### src/hmlc_defs.vh
// Constants shared by the mode, trigger and loop configuration block.
`ifndef HMLC_DEFS_VH
`define HMLC_DEFS_VH

// ****************************************************************
// Register addresses and reset values
// ****************************************************************
`define HMLC_ADDR_MODE_TRIG     8'h07
`define HMLC_ADDR_ACT_LOOP      8'h08
`define HMLC_RST_MODE_TRIG      8'h54
`define HMLC_RST_ACT_LOOP       8'h88
`define HMLC_READ_UNMAPPED      8'h00

// ****************************************************************
// Bus addresses
// ****************************************************************
`define HMLC_BCAST_ADDR         7'h58
`define HMLC_OWN_ADDR_DEFAULT   7'h5A

// ****************************************************************
// Field positions of the mode and trigger register
// ****************************************************************
`define HMLC_BCAST_EN_BIT       7
`define HMLC_AVG_DIS_BIT        6
`define HMLC_COMP_HI            5
`define HMLC_COMP_LO            4
`define HMLC_PIN_HI             3
`define HMLC_PIN_LO             2
`define HMLC_MODE_HI            1
`define HMLC_MODE_LO            0

// ****************************************************************
// Field positions of the actuator and loop register
// ****************************************************************
`define HMLC_ACT_TYPE_BIT       7
`define HMLC_OPEN_LOOP_BIT      6
`define HMLC_HYBRID_BIT         5
`define HMLC_OL_BRAKE_BIT       4
`define HMLC_BRK_STBY_BIT       3
`define HMLC_SLOPE_BIT          2

// ****************************************************************
// Field codes
// ****************************************************************
`define HMLC_PIN_PULSE          2'h0
`define HMLC_PIN_LEVEL          2'h1
`define HMLC_PIN_INTERRUPT      2'h2
`define HMLC_COMP_CODE0         3'h0
`define HMLC_COMP_CODE1         3'h2
`define HMLC_COMP_CODE2         3'h4
`define HMLC_COMP_CODE3         3'h5

`endif

### src/hmlc_config.v
// Mode, trigger pin and loop configuration registers behind a two-wire slave.
`timescale 1ns/10ps
`default_nettype none
`include "hmlc_defs.vh"

module hmlc_config #(
  parameter [6:0] OWN_ADDR = `HMLC_OWN_ADDR_DEFAULT,
  parameter       PERW     = 10
) (
  input  wire            CLK,
  input  wire            RST,
  input  wire            SCL,
  input  wire            SDA_IN,
  output wire            SDA_OUT,
  output reg             SDA_OE,
  input  wire            TRIG_IN,
  output wire            TRIG_OUT,
  output reg             TRIG_OE,
  input  wire            INT_REQ,
  input  wire            GO_WRITE,
  input  wire            GO_VALUE,
  input  wire            PROCESS_BUSY,
  input  wire            PLAYING,
  input  wire            STANDBY_TIMER,
  input  wire            BRAKE_DONE,
  input  wire [7:0]      SAMPLE,
  input  wire [PERW-1:0] PERIOD_MEAS,
  input  wire            PERIOD_VALID,
  output wire [PERW-1:0] PERIOD_REPORT,
  output reg  [1:0]      MODE,
  output reg  [2:0]      COMP_PERCENT,
  output reg             ACTUATOR_LRA,
  output reg             DRIVE_CLOSED_LOOP,
  output reg             SAMPLE_BRAKE,
  output reg             HYBRID_LOOP,
  output reg             SLOPE_CHECK_EN,
  output reg             START_PULSE,
  output reg             CANCEL_PULSE,
  output reg             STANDBY_PULSE,
  output reg             BRAKE_REQ
);

  // ****************************************************************
  // Two-wire slave states
  // ****************************************************************
  localparam [2:0] S_IDLE  = 3'h0;
  localparam [2:0] S_ADDR  = 3'h1;
  localparam [2:0] S_AACK  = 3'h2;
  localparam [2:0] S_WBYTE = 3'h3;
  localparam [2:0] S_WACK  = 3'h4;
  localparam [2:0] S_RBYTE = 3'h5;
  localparam [2:0] S_RACK  = 3'h6;

  localparam       C_RUN   = 1'b0;
  localparam       C_BRAKE = 1'b1;

  reg  [2:0] st_reg;
  reg  [2:0] cnt_reg;
  reg  [7:0] sh_reg;
  reg  [7:0] ptr_reg;
  reg        ptr_set_reg;
  reg        done_reg;
  reg        rd_reg;
  reg        scl_reg;
  reg        sda_reg;
  reg  [7:0] mode_trig_reg;
  reg  [7:0] act_loop_reg;
  reg        abort_reg;
  reg        trig_reg;
  reg        ctl_reg;

  wire       scl_rise = SCL & ~scl_reg;
  wire       scl_fall = ~SCL & scl_reg;
  wire       start_c  = SCL & scl_reg & sda_reg & ~SDA_IN;
  wire       stop_c   = SCL & scl_reg & ~sda_reg & SDA_IN;
  wire       bcast_en = mode_trig_reg[`HMLC_BCAST_EN_BIT];
  wire       own_hit  = (sh_reg[7:1] == OWN_ADDR);
  // A broadcast read would collide with other drivers, so only writes answer it.
  wire       bc_hit   = bcast_en & ~sh_reg[0] & (sh_reg[7:1] == `HMLC_BCAST_ADDR);
  wire [1:0] pin_fn   = mode_trig_reg[`HMLC_PIN_HI:`HMLC_PIN_LO];
  wire [7:0] rd_byte  = (ptr_reg == `HMLC_ADDR_MODE_TRIG) ? mode_trig_reg :
                        (ptr_reg == `HMLC_ADDR_ACT_LOOP) ? act_loop_reg :
                        `HMLC_READ_UNMAPPED;

  assign SDA_OUT  = 1'b0;
  assign TRIG_OUT = 1'b0;

  // ****************************************************************
  // Two-wire slave and register file
  // ****************************************************************
  always @(posedge CLK) begin
    if (RST) begin
      st_reg        <= S_IDLE;
      cnt_reg       <= 3'h7;
      sh_reg        <= 8'h00;
      ptr_reg       <= 8'h00;
      ptr_set_reg   <= 1'b0;
      done_reg      <= 1'b0;
      rd_reg        <= 1'b0;
      scl_reg       <= 1'b1;
      sda_reg       <= 1'b1;
      SDA_OE        <= 1'b0;
      mode_trig_reg <= `HMLC_RST_MODE_TRIG;
      act_loop_reg  <= `HMLC_RST_ACT_LOOP;
      abort_reg     <= 1'b0;
    end else begin
      scl_reg   <= SCL;
      sda_reg   <= SDA_IN;
      abort_reg <= 1'b0;
      if (start_c) begin
        st_reg   <= S_ADDR;
        cnt_reg  <= 3'h7;
        done_reg <= 1'b0;
        SDA_OE   <= 1'b0;
      end else if (stop_c) begin
        st_reg <= S_IDLE;
        SDA_OE <= 1'b0;
      end else begin
        case (st_reg)
          S_ADDR, S_WBYTE: begin
            if (scl_rise) begin
              sh_reg   <= {sh_reg[6:0], SDA_IN};
              cnt_reg  <= cnt_reg - 3'h1;
              done_reg <= (cnt_reg == 3'h0);
            end else if (scl_fall && done_reg) begin
              done_reg <= 1'b0;
              if (st_reg == S_ADDR) begin
                if (own_hit || bc_hit) begin
                  st_reg <= S_AACK;
                  rd_reg <= sh_reg[0];
                  SDA_OE <= 1'b1;
                end else begin
                  st_reg <= S_IDLE;
                end
              end else begin
                st_reg <= S_WACK;
                SDA_OE <= 1'b1;
                if (!ptr_set_reg) begin
                  ptr_reg     <= sh_reg;
                  ptr_set_reg <= 1'b1;
                end else begin
                  ptr_reg <= ptr_reg + 8'h01;
                  if (ptr_reg == `HMLC_ADDR_MODE_TRIG) begin
                    mode_trig_reg <= sh_reg;
                    if (PROCESS_BUSY &&
                        (sh_reg[`HMLC_PIN_HI:`HMLC_MODE_LO] !=
                         mode_trig_reg[`HMLC_PIN_HI:`HMLC_MODE_LO])) begin
                      abort_reg <= 1'b1;
                    end
                  end else if (ptr_reg == `HMLC_ADDR_ACT_LOOP) begin
                    act_loop_reg <= sh_reg;
                  end
                end
              end
            end
          end
          S_AACK, S_RACK: begin
            if (scl_rise && st_reg == S_RACK && SDA_IN) begin
              st_reg <= S_IDLE;
            end else if (scl_fall) begin
              cnt_reg <= 3'h7;
              if (rd_reg) begin
                st_reg  <= S_RBYTE;
                SDA_OE  <= ~rd_byte[7];
                sh_reg  <= {rd_byte[6:0], 1'b0};
                ptr_reg <= ptr_reg + 8'h01;
              end else begin
                st_reg      <= S_WBYTE;
                SDA_OE      <= 1'b0;
                ptr_set_reg <= 1'b0;
              end
            end
          end
          S_WACK: begin
            if (scl_fall) begin
              st_reg  <= S_WBYTE;
              cnt_reg <= 3'h7;
              SDA_OE  <= 1'b0;
            end
          end
          S_RBYTE: begin
            if (scl_fall) begin
              if (cnt_reg == 3'h0) begin
                st_reg <= S_RACK;
                SDA_OE <= 1'b0;
              end else begin
                SDA_OE  <= ~sh_reg[7];
                sh_reg  <= {sh_reg[6:0], 1'b0};
                cnt_reg <= cnt_reg - 3'h1;
              end
            end
          end
          default: begin
            st_reg <= S_IDLE;
            SDA_OE <= 1'b0;
          end
        endcase
      end
    end
  end

  // ****************************************************************
  // Configuration decode
  // ****************************************************************
  always @(posedge CLK) begin
    if (RST) begin
      MODE              <= 2'h0;
      COMP_PERCENT      <= `HMLC_COMP_CODE1;
      ACTUATOR_LRA      <= 1'b1;
      DRIVE_CLOSED_LOOP <= 1'b1;
      SAMPLE_BRAKE      <= 1'b0;
      HYBRID_LOOP       <= 1'b0;
      SLOPE_CHECK_EN    <= 1'b0;
      TRIG_OE           <= 1'b0;
    end else begin
      MODE <= mode_trig_reg[`HMLC_MODE_HI:`HMLC_MODE_LO];
      case (mode_trig_reg[`HMLC_COMP_HI:`HMLC_COMP_LO])
        2'h0:    COMP_PERCENT <= `HMLC_COMP_CODE0;
        2'h1:    COMP_PERCENT <= `HMLC_COMP_CODE1;
        2'h2:    COMP_PERCENT <= `HMLC_COMP_CODE2;
        default: COMP_PERCENT <= `HMLC_COMP_CODE3;
      endcase
      ACTUATOR_LRA <= act_loop_reg[`HMLC_ACT_TYPE_BIT];
      // Non-positive samples close the loop so the brake can act on them.
      SAMPLE_BRAKE <= act_loop_reg[`HMLC_OPEN_LOOP_BIT] & act_loop_reg[`HMLC_OL_BRAKE_BIT] &
                      (SAMPLE[7] | (SAMPLE == 8'h00));
      DRIVE_CLOSED_LOOP <= ~act_loop_reg[`HMLC_OPEN_LOOP_BIT] |
                           (act_loop_reg[`HMLC_OL_BRAKE_BIT] &
                            (SAMPLE[7] | (SAMPLE == 8'h00)));
      HYBRID_LOOP    <= act_loop_reg[`HMLC_HYBRID_BIT];
      SLOPE_CHECK_EN <= act_loop_reg[`HMLC_HYBRID_BIT] & act_loop_reg[`HMLC_SLOPE_BIT];
      TRIG_OE        <= (pin_fn == `HMLC_PIN_INTERRUPT) & INT_REQ;
    end
  end

  // ****************************************************************
  // Trigger, go bit and standby control
  // ****************************************************************
  wire trig_rise = TRIG_IN & ~trig_reg;
  wire trig_fall = ~TRIG_IN & trig_reg;
  wire go_ok     = (pin_fn == `HMLC_PIN_PULSE) | (pin_fn == `HMLC_PIN_INTERRUPT);
  wire pin_start = ((pin_fn == `HMLC_PIN_PULSE) | (pin_fn == `HMLC_PIN_LEVEL)) & trig_rise;
  wire stby_req  = STANDBY_TIMER | ((pin_fn == `HMLC_PIN_LEVEL) & trig_fall);
  wire brk_stby  = act_loop_reg[`HMLC_BRK_STBY_BIT];

  always @(posedge CLK) begin
    if (RST) begin
      trig_reg      <= 1'b0;
      ctl_reg       <= C_RUN;
      START_PULSE   <= 1'b0;
      CANCEL_PULSE  <= 1'b0;
      STANDBY_PULSE <= 1'b0;
      BRAKE_REQ     <= 1'b0;
    end else begin
      trig_reg      <= TRIG_IN;
      START_PULSE   <= ~PROCESS_BUSY & ~abort_reg &
                       (pin_start | (go_ok & GO_WRITE & GO_VALUE));
      CANCEL_PULSE  <= PROCESS_BUSY & go_ok & GO_WRITE & ~GO_VALUE;
      STANDBY_PULSE <= 1'b0;
      // A configuration abort overrides any brake in progress.
      if (abort_reg) begin
        ctl_reg       <= C_RUN;
        BRAKE_REQ     <= 1'b0;
        STANDBY_PULSE <= 1'b1;
      end else begin
        case (ctl_reg)
          C_RUN: begin
            if (stby_req) begin
              if (brk_stby && PLAYING) begin
                ctl_reg   <= C_BRAKE;
                BRAKE_REQ <= 1'b1;
              end else begin
                STANDBY_PULSE <= 1'b1;
              end
            end
          end
          default: begin
            if (BRAKE_DONE) begin
              ctl_reg       <= C_RUN;
              BRAKE_REQ     <= 1'b0;
              STANDBY_PULSE <= 1'b1;
            end
          end
        endcase
      end
    end
  end

  // ****************************************************************
  // Resonance period report
  // ****************************************************************
  hmlc_period_avg #(
    .WIDTH      (PERW),
    .LOG2_DEPTH (2)
  ) u_period (
    .clk        (CLK),
    .rst        (RST),
    .meas       (PERIOD_MEAS),
    .meas_valid (PERIOD_VALID),
    .avg_dis    (mode_trig_reg[`HMLC_AVG_DIS_BIT]),
    .report     (PERIOD_REPORT)
  );

endmodule

`default_nettype wire

### src/hmlc_period_avg.v
// Resonance period reporting with optional four-stage running average.
`timescale 1ns/10ps
`default_nettype none

module hmlc_period_avg #(
  parameter WIDTH      = 10,
  parameter LOG2_DEPTH = 2
) (
  input  wire             clk,
  input  wire             rst,
  input  wire [WIDTH-1:0] meas,
  input  wire             meas_valid,
  input  wire             avg_dis,
  output reg  [WIDTH-1:0] report
);

  localparam DEPTH = 1 << LOG2_DEPTH;
  localparam SUMW  = WIDTH + LOG2_DEPTH;

  wire [WIDTH-1:0] stage_reg_w [0:DEPTH];
  wire [SUMW-1:0]  part_sum    [0:DEPTH];
  wire [SUMW-1:0]  sum_full;
  wire [WIDTH-1:0] avg_value;

  assign stage_reg_w[0] = meas;
  assign part_sum[0]    = {SUMW{1'b0}};

  // ****************************************************************
  // Shift stages, cleared to zero so early averages ramp up from zero
  // ****************************************************************
  genvar g;
  generate
    for (g = 0; g < DEPTH; g = g + 1) begin : g_stage
      reg [WIDTH-1:0] stage_reg;
      always @(posedge clk) begin
        if (rst) begin
          stage_reg <= {WIDTH{1'b0}};
        end else if (meas_valid) begin
          stage_reg <= stage_reg_w[g];
        end
      end
      assign stage_reg_w[g+1] = stage_reg;
      assign part_sum[g+1]    = part_sum[g] + {{LOG2_DEPTH{1'b0}}, stage_reg};
    end
  endgenerate

  assign sum_full  = part_sum[DEPTH];
  assign avg_value = sum_full[SUMW-1:LOG2_DEPTH];

  always @(posedge clk) begin
    if (rst) begin
      report <= {WIDTH{1'b0}};
    end else if (avg_dis) begin
      report <= stage_reg_w[1];
    end else begin
      report <= avg_value;
    end
  end

endmodule

`default_nettype wire

### config.mk
export PLATFORM = sky130hd
export DESIGN_NAME = hmlc_config
export DESIGN_NICKNAME = d
export VERILOG_FILES = /design/src/hmlc_config.v /design/src/hmlc_period_avg.v
export VERILOG_INCLUDE_DIRS = /design/src
export SDC_FILE = /design/constraint.sdc
export NUM_CORES = 1
export LEC_CHECK = 0
export BUFFER_PORTS_ARGS = -buffer_cell sky130_fd_sc_hd__buf_2
export CORE_ASPECT_RATIO = 1.75
export CORE_UTILIZATION = 50
export CTS_CLUSTER_DIAMETER = 150
export CTS_CLUSTER_SIZE = 14
export DETAILED_ROUTE_END_ITERATION = 8
export GPL_TIMING_DRIVEN = 0
export PLACE_DENSITY = 0.7
export SLEW_MARGIN = 25
export SYNTH_ARGS = -nofsm -noshare
export SYNTH_HDL_FRONTEND = slang
export SYNTH_SLANG_ARGS = --single-unit
### constraint.sdc
create_clock -name CLK -period 4.16 [get_ports CLK]
set_clock_uncertainty 0.1 [all_clocks]
set_input_delay 0.416 -clock CLK [delete_from_list [all_inputs] [get_ports CLK]]
set_output_delay 0.416 -clock CLK [all_outputs]
set_load 0.01 [all_outputs]
==> impl_metrics.ini <==
[clock_network]
cts_buffer_depth = 2
clkTransAtPathRegs_ps = 80
cts_made_buffers = 9
cts_tree = done
cts_root_buf = clkbuf_16
htreeDepth = 3
clkSinkCount = 112
clk-insertion-delay-late_ps = 350

[detailed_routing]
first_iter_violations = 314
vias_per_cell = 6.008
num_vias = 5203
ant_nets = 0
drc = 4
drt-wirelength-per-cell_um = 18.86
drt-pass1-iter-count = 7
drt-total-wl_um = 16340

[yosys]
synth_area_leaders = dfxtp_1, mux2i_1, nor2_1
synth-seq-area-share_pct = 38.14
synth.distinct_cells = 70
synth_top_area_share_pct = 38.14
synth.mux.area_fraction_pct = 9.068
synth_simple_gate_area_share_pct = 18.33
synth.largest_area_cell = dfxtp_1
synth_compound_area_share_pct = 18.58
synthArstFlopShare_pct = 0
synth_fa_ha_area_share_pct = 8.855
synth.avg_cell_area_um2 = 8.906
synth_top_family_by_area = compound AO/OA/AOI/OAI gates
synth_edf_count = 0
synth-seq-cells = 112
synthXorXnorAreaFrac_pct = 2.235
syn-cell-area_mm2 = 0.005878
synth_cells = 660
synthFlopType = dfxtp_1
ys_warn_count = 0

[cells_and_area]
area_growth_pct = 13.05
largest_reg_flops = 40
fillers = 1050
stdcell_count = 866
multiInputGateArea_mm2 = 0.003407
antenna_cells = 0
nets = 792
seq_area_mm2 = 0.002242
drive_gt1_share_pct = 13.68

[worst_setup_path]
cp_slowest_cell = fa_1
crit_chain = ha_1, inv_1, fa_1, nor2b_2, o31a_1, o21a_1, nor2_1, xnor2_2, fa_1, ha_2, and3_2, a221o_1, a31oi_2, or4_1, o211ai_1
cp_data_required_time_ps = 4260
critPathArrivalTime_ps = 4070
crit_path_start_kind = flop
slowest_delay_ps = 550
cpMostUsedCell = fa_1
end_kind = flop
critPathMaxFanout = 6
rrSetupSlack_ps = 180
crit_type = reg -> reg

[die]
core.rowCount = 52
pin_count = 59
core_mm2 = 0.01152
die_h_um = 145.4
die_w_um = 83.96
initial_core_util_pct = 51.04
die_area_mm2 = 0.01221

[global_route]
grt.total_usage_pct = 27.15
grt_pass1_wl_um = 25790
grt_pass1_vias = 5191
antenna_found_initial = 0
grt_max_degree = 20
grt_overflow_total = 0

[power]
ir_worst_vdd_v = 0.0002335
p_int_mw = 1.646
pwr-share-comb_pct = 13.4
p_switching_uw = 629.8
p_clk_share_pct = 36.4
p_seq_share_pct = 50.1
leakage_nw = 2.786
power_switching_share_pct = 27.67
power_density_mw_per_mm2 = 342.5

[timing]
finalSetupViolations = 0
rsz0062_at_grt = no
min_period_ps = 3977
slew-limit-headroom_pct = 41.38
worstMarginPinSlew_ps = 879.3
setup_tns_ps = 0
timing.fmax_ghz = 0.2515
finalHoldViolations = 0
final_max_slew_viol_count = 0
timing.final.crit_share_pct = 95.59

[status]
status = finished, violations left
violations = DRC

[placed_design]
dp_hpwl_um = 12770
place_congestion = 0.9247
portBuffers = 54
dp.cells = 850

[run]
maxCapViolations = 0

[min_path]
min_path_type = in -> reg
-- final timing paths --
kind	end	from	depth (start not counted)
setup / recovery	u_period.report[7]	u_period.g_stage[0].stage_reg[0]	15
hold / removal	START_PULSE	PROCESS_BUSY	2
setup reg to reg	u_period.report[7]	u_period.g_stage[0].stage_reg[0]	15
hold reg to reg	DRIVE_CLOSED_LOOP	act_loop_reg[6]	1
-- layout make-up --
type                       instances  area share (%)
tap                              135           2.542
multi-input combinational        486           51.27
buffer                            38           2.768
inverter                          25           1.412
timing repair buffer              54           4.067
sequential                       112           33.74
clock inverter                     6          0.7532
clock buffer                      10           3.446
-- timing repair --
item                                    CTS  global route
endpoints found under the setup margin    1             3
gates resized for setup                   1             8
setup buffers                             0             0
cloned                                    0             0
hold buffers                              0             0
-- Yosys cell counts (4+ instances only) --
master,n
a31oi_1,7
o211ai_1,5
o21a_1,4
and3_1,4
a22o_1,9
inv_1,25
xnor2_1,11
dfxtp_1,112
nor2_1,90
buf_1,7
fa_1,11
nor3_1,9
a21oi_1,38
a21o_1,4
nor4_1,5
nand2b_1,13
a22oi_1,12
nand3_1,13
nand2_1,33
mux2i_1,51
xor2_1,4
or2_2,5
nor2b_1,12
a211oi_1,15
ha_1,24
o21ai_0,41
clkbuf_1,24
and2_1,4
-- through the flow --
stage / power [mW] / hold slack, ps / area [µm²] / setup slack [ps] / util, %
floorplan: 1.361 / 285.2 / 5882 / 615.3 / -
global placement: 1.457 / 330.9 / 6321 / 51.73 / 54.89
detailed placement: 1.464 / 336.9 / 6321 / 9.140 / 54.89
CTS: 2.285 / 155.2 / 6606 / 36.10 / 57.37
global route: 2.368 / 163.4 / 6645 / 20.17 / 57.70
finish: 2.276 / 155.5 / 6645 / 183.4 / 57.70
-- power groups by stage --
stage	combinational (mW)	clock [mW]	sequential, mW
floorplan	0.208	0	1.15
global placement	0.292	0	1.16
detailed placement	0.298	0	1.17
CTS	0.300	0.845	1.14
global route	0.335	0.889	1.14
finish	0.306	0.829	1.14
-- layer usage --
| metal | vias up | GRT usage [%] | wire [µm] |
|---|---|---|---|
| met5 | - | 0 | 0 |
| met4 | 0 | 17.33 | 849 |
| met3 | 52 | 2.836 | 438 |
| met2 | 137 | 54.14 | 9467 |
| met1 | 2527 | 25.34 | 5580 |
| li1 | 2487 | - | - |
-- logic make-up after synthesis --
logic type               after synthesis
AO/OA/AOI/OAI                        166
XOR/XNOR                              15
adder cells (fa/ha/maj)               35
buffers and inverters                 63
flip-flops                           112
multiplexers                          53
other                                  1
AND/OR/NAND/NOR                      215
-- cell usage in the layout, fill, tap and decap left out, drive strengths merged, types with 12 or more instances in the layout --
master	Yosys	final
clkbuf	25	35
mux2i	51	51
nand2	33	33
buf	13	67
nor2	90	90
o21ai	41	41
a21oi	38	38
ha	24	24
inv	25	29
nand3	13	13
nand2b	13	13
nor2b	12	12
a22oi	12	12
a211oi	15	15
dfxtp	112	112
-- worst max-delay path, delay by kind of cell (launching register included) --
kind                       cells  cell delay [ps]
adders and majority gates      4             1560
AOI/OAI and AO/OA              5              950
and+or+nand+nor                4              610
DFF                            1              380
xor gates and xnor gates       1              150
buffers and inverters          1               70
No activity file was read; power rests on OpenSTA's default activity.
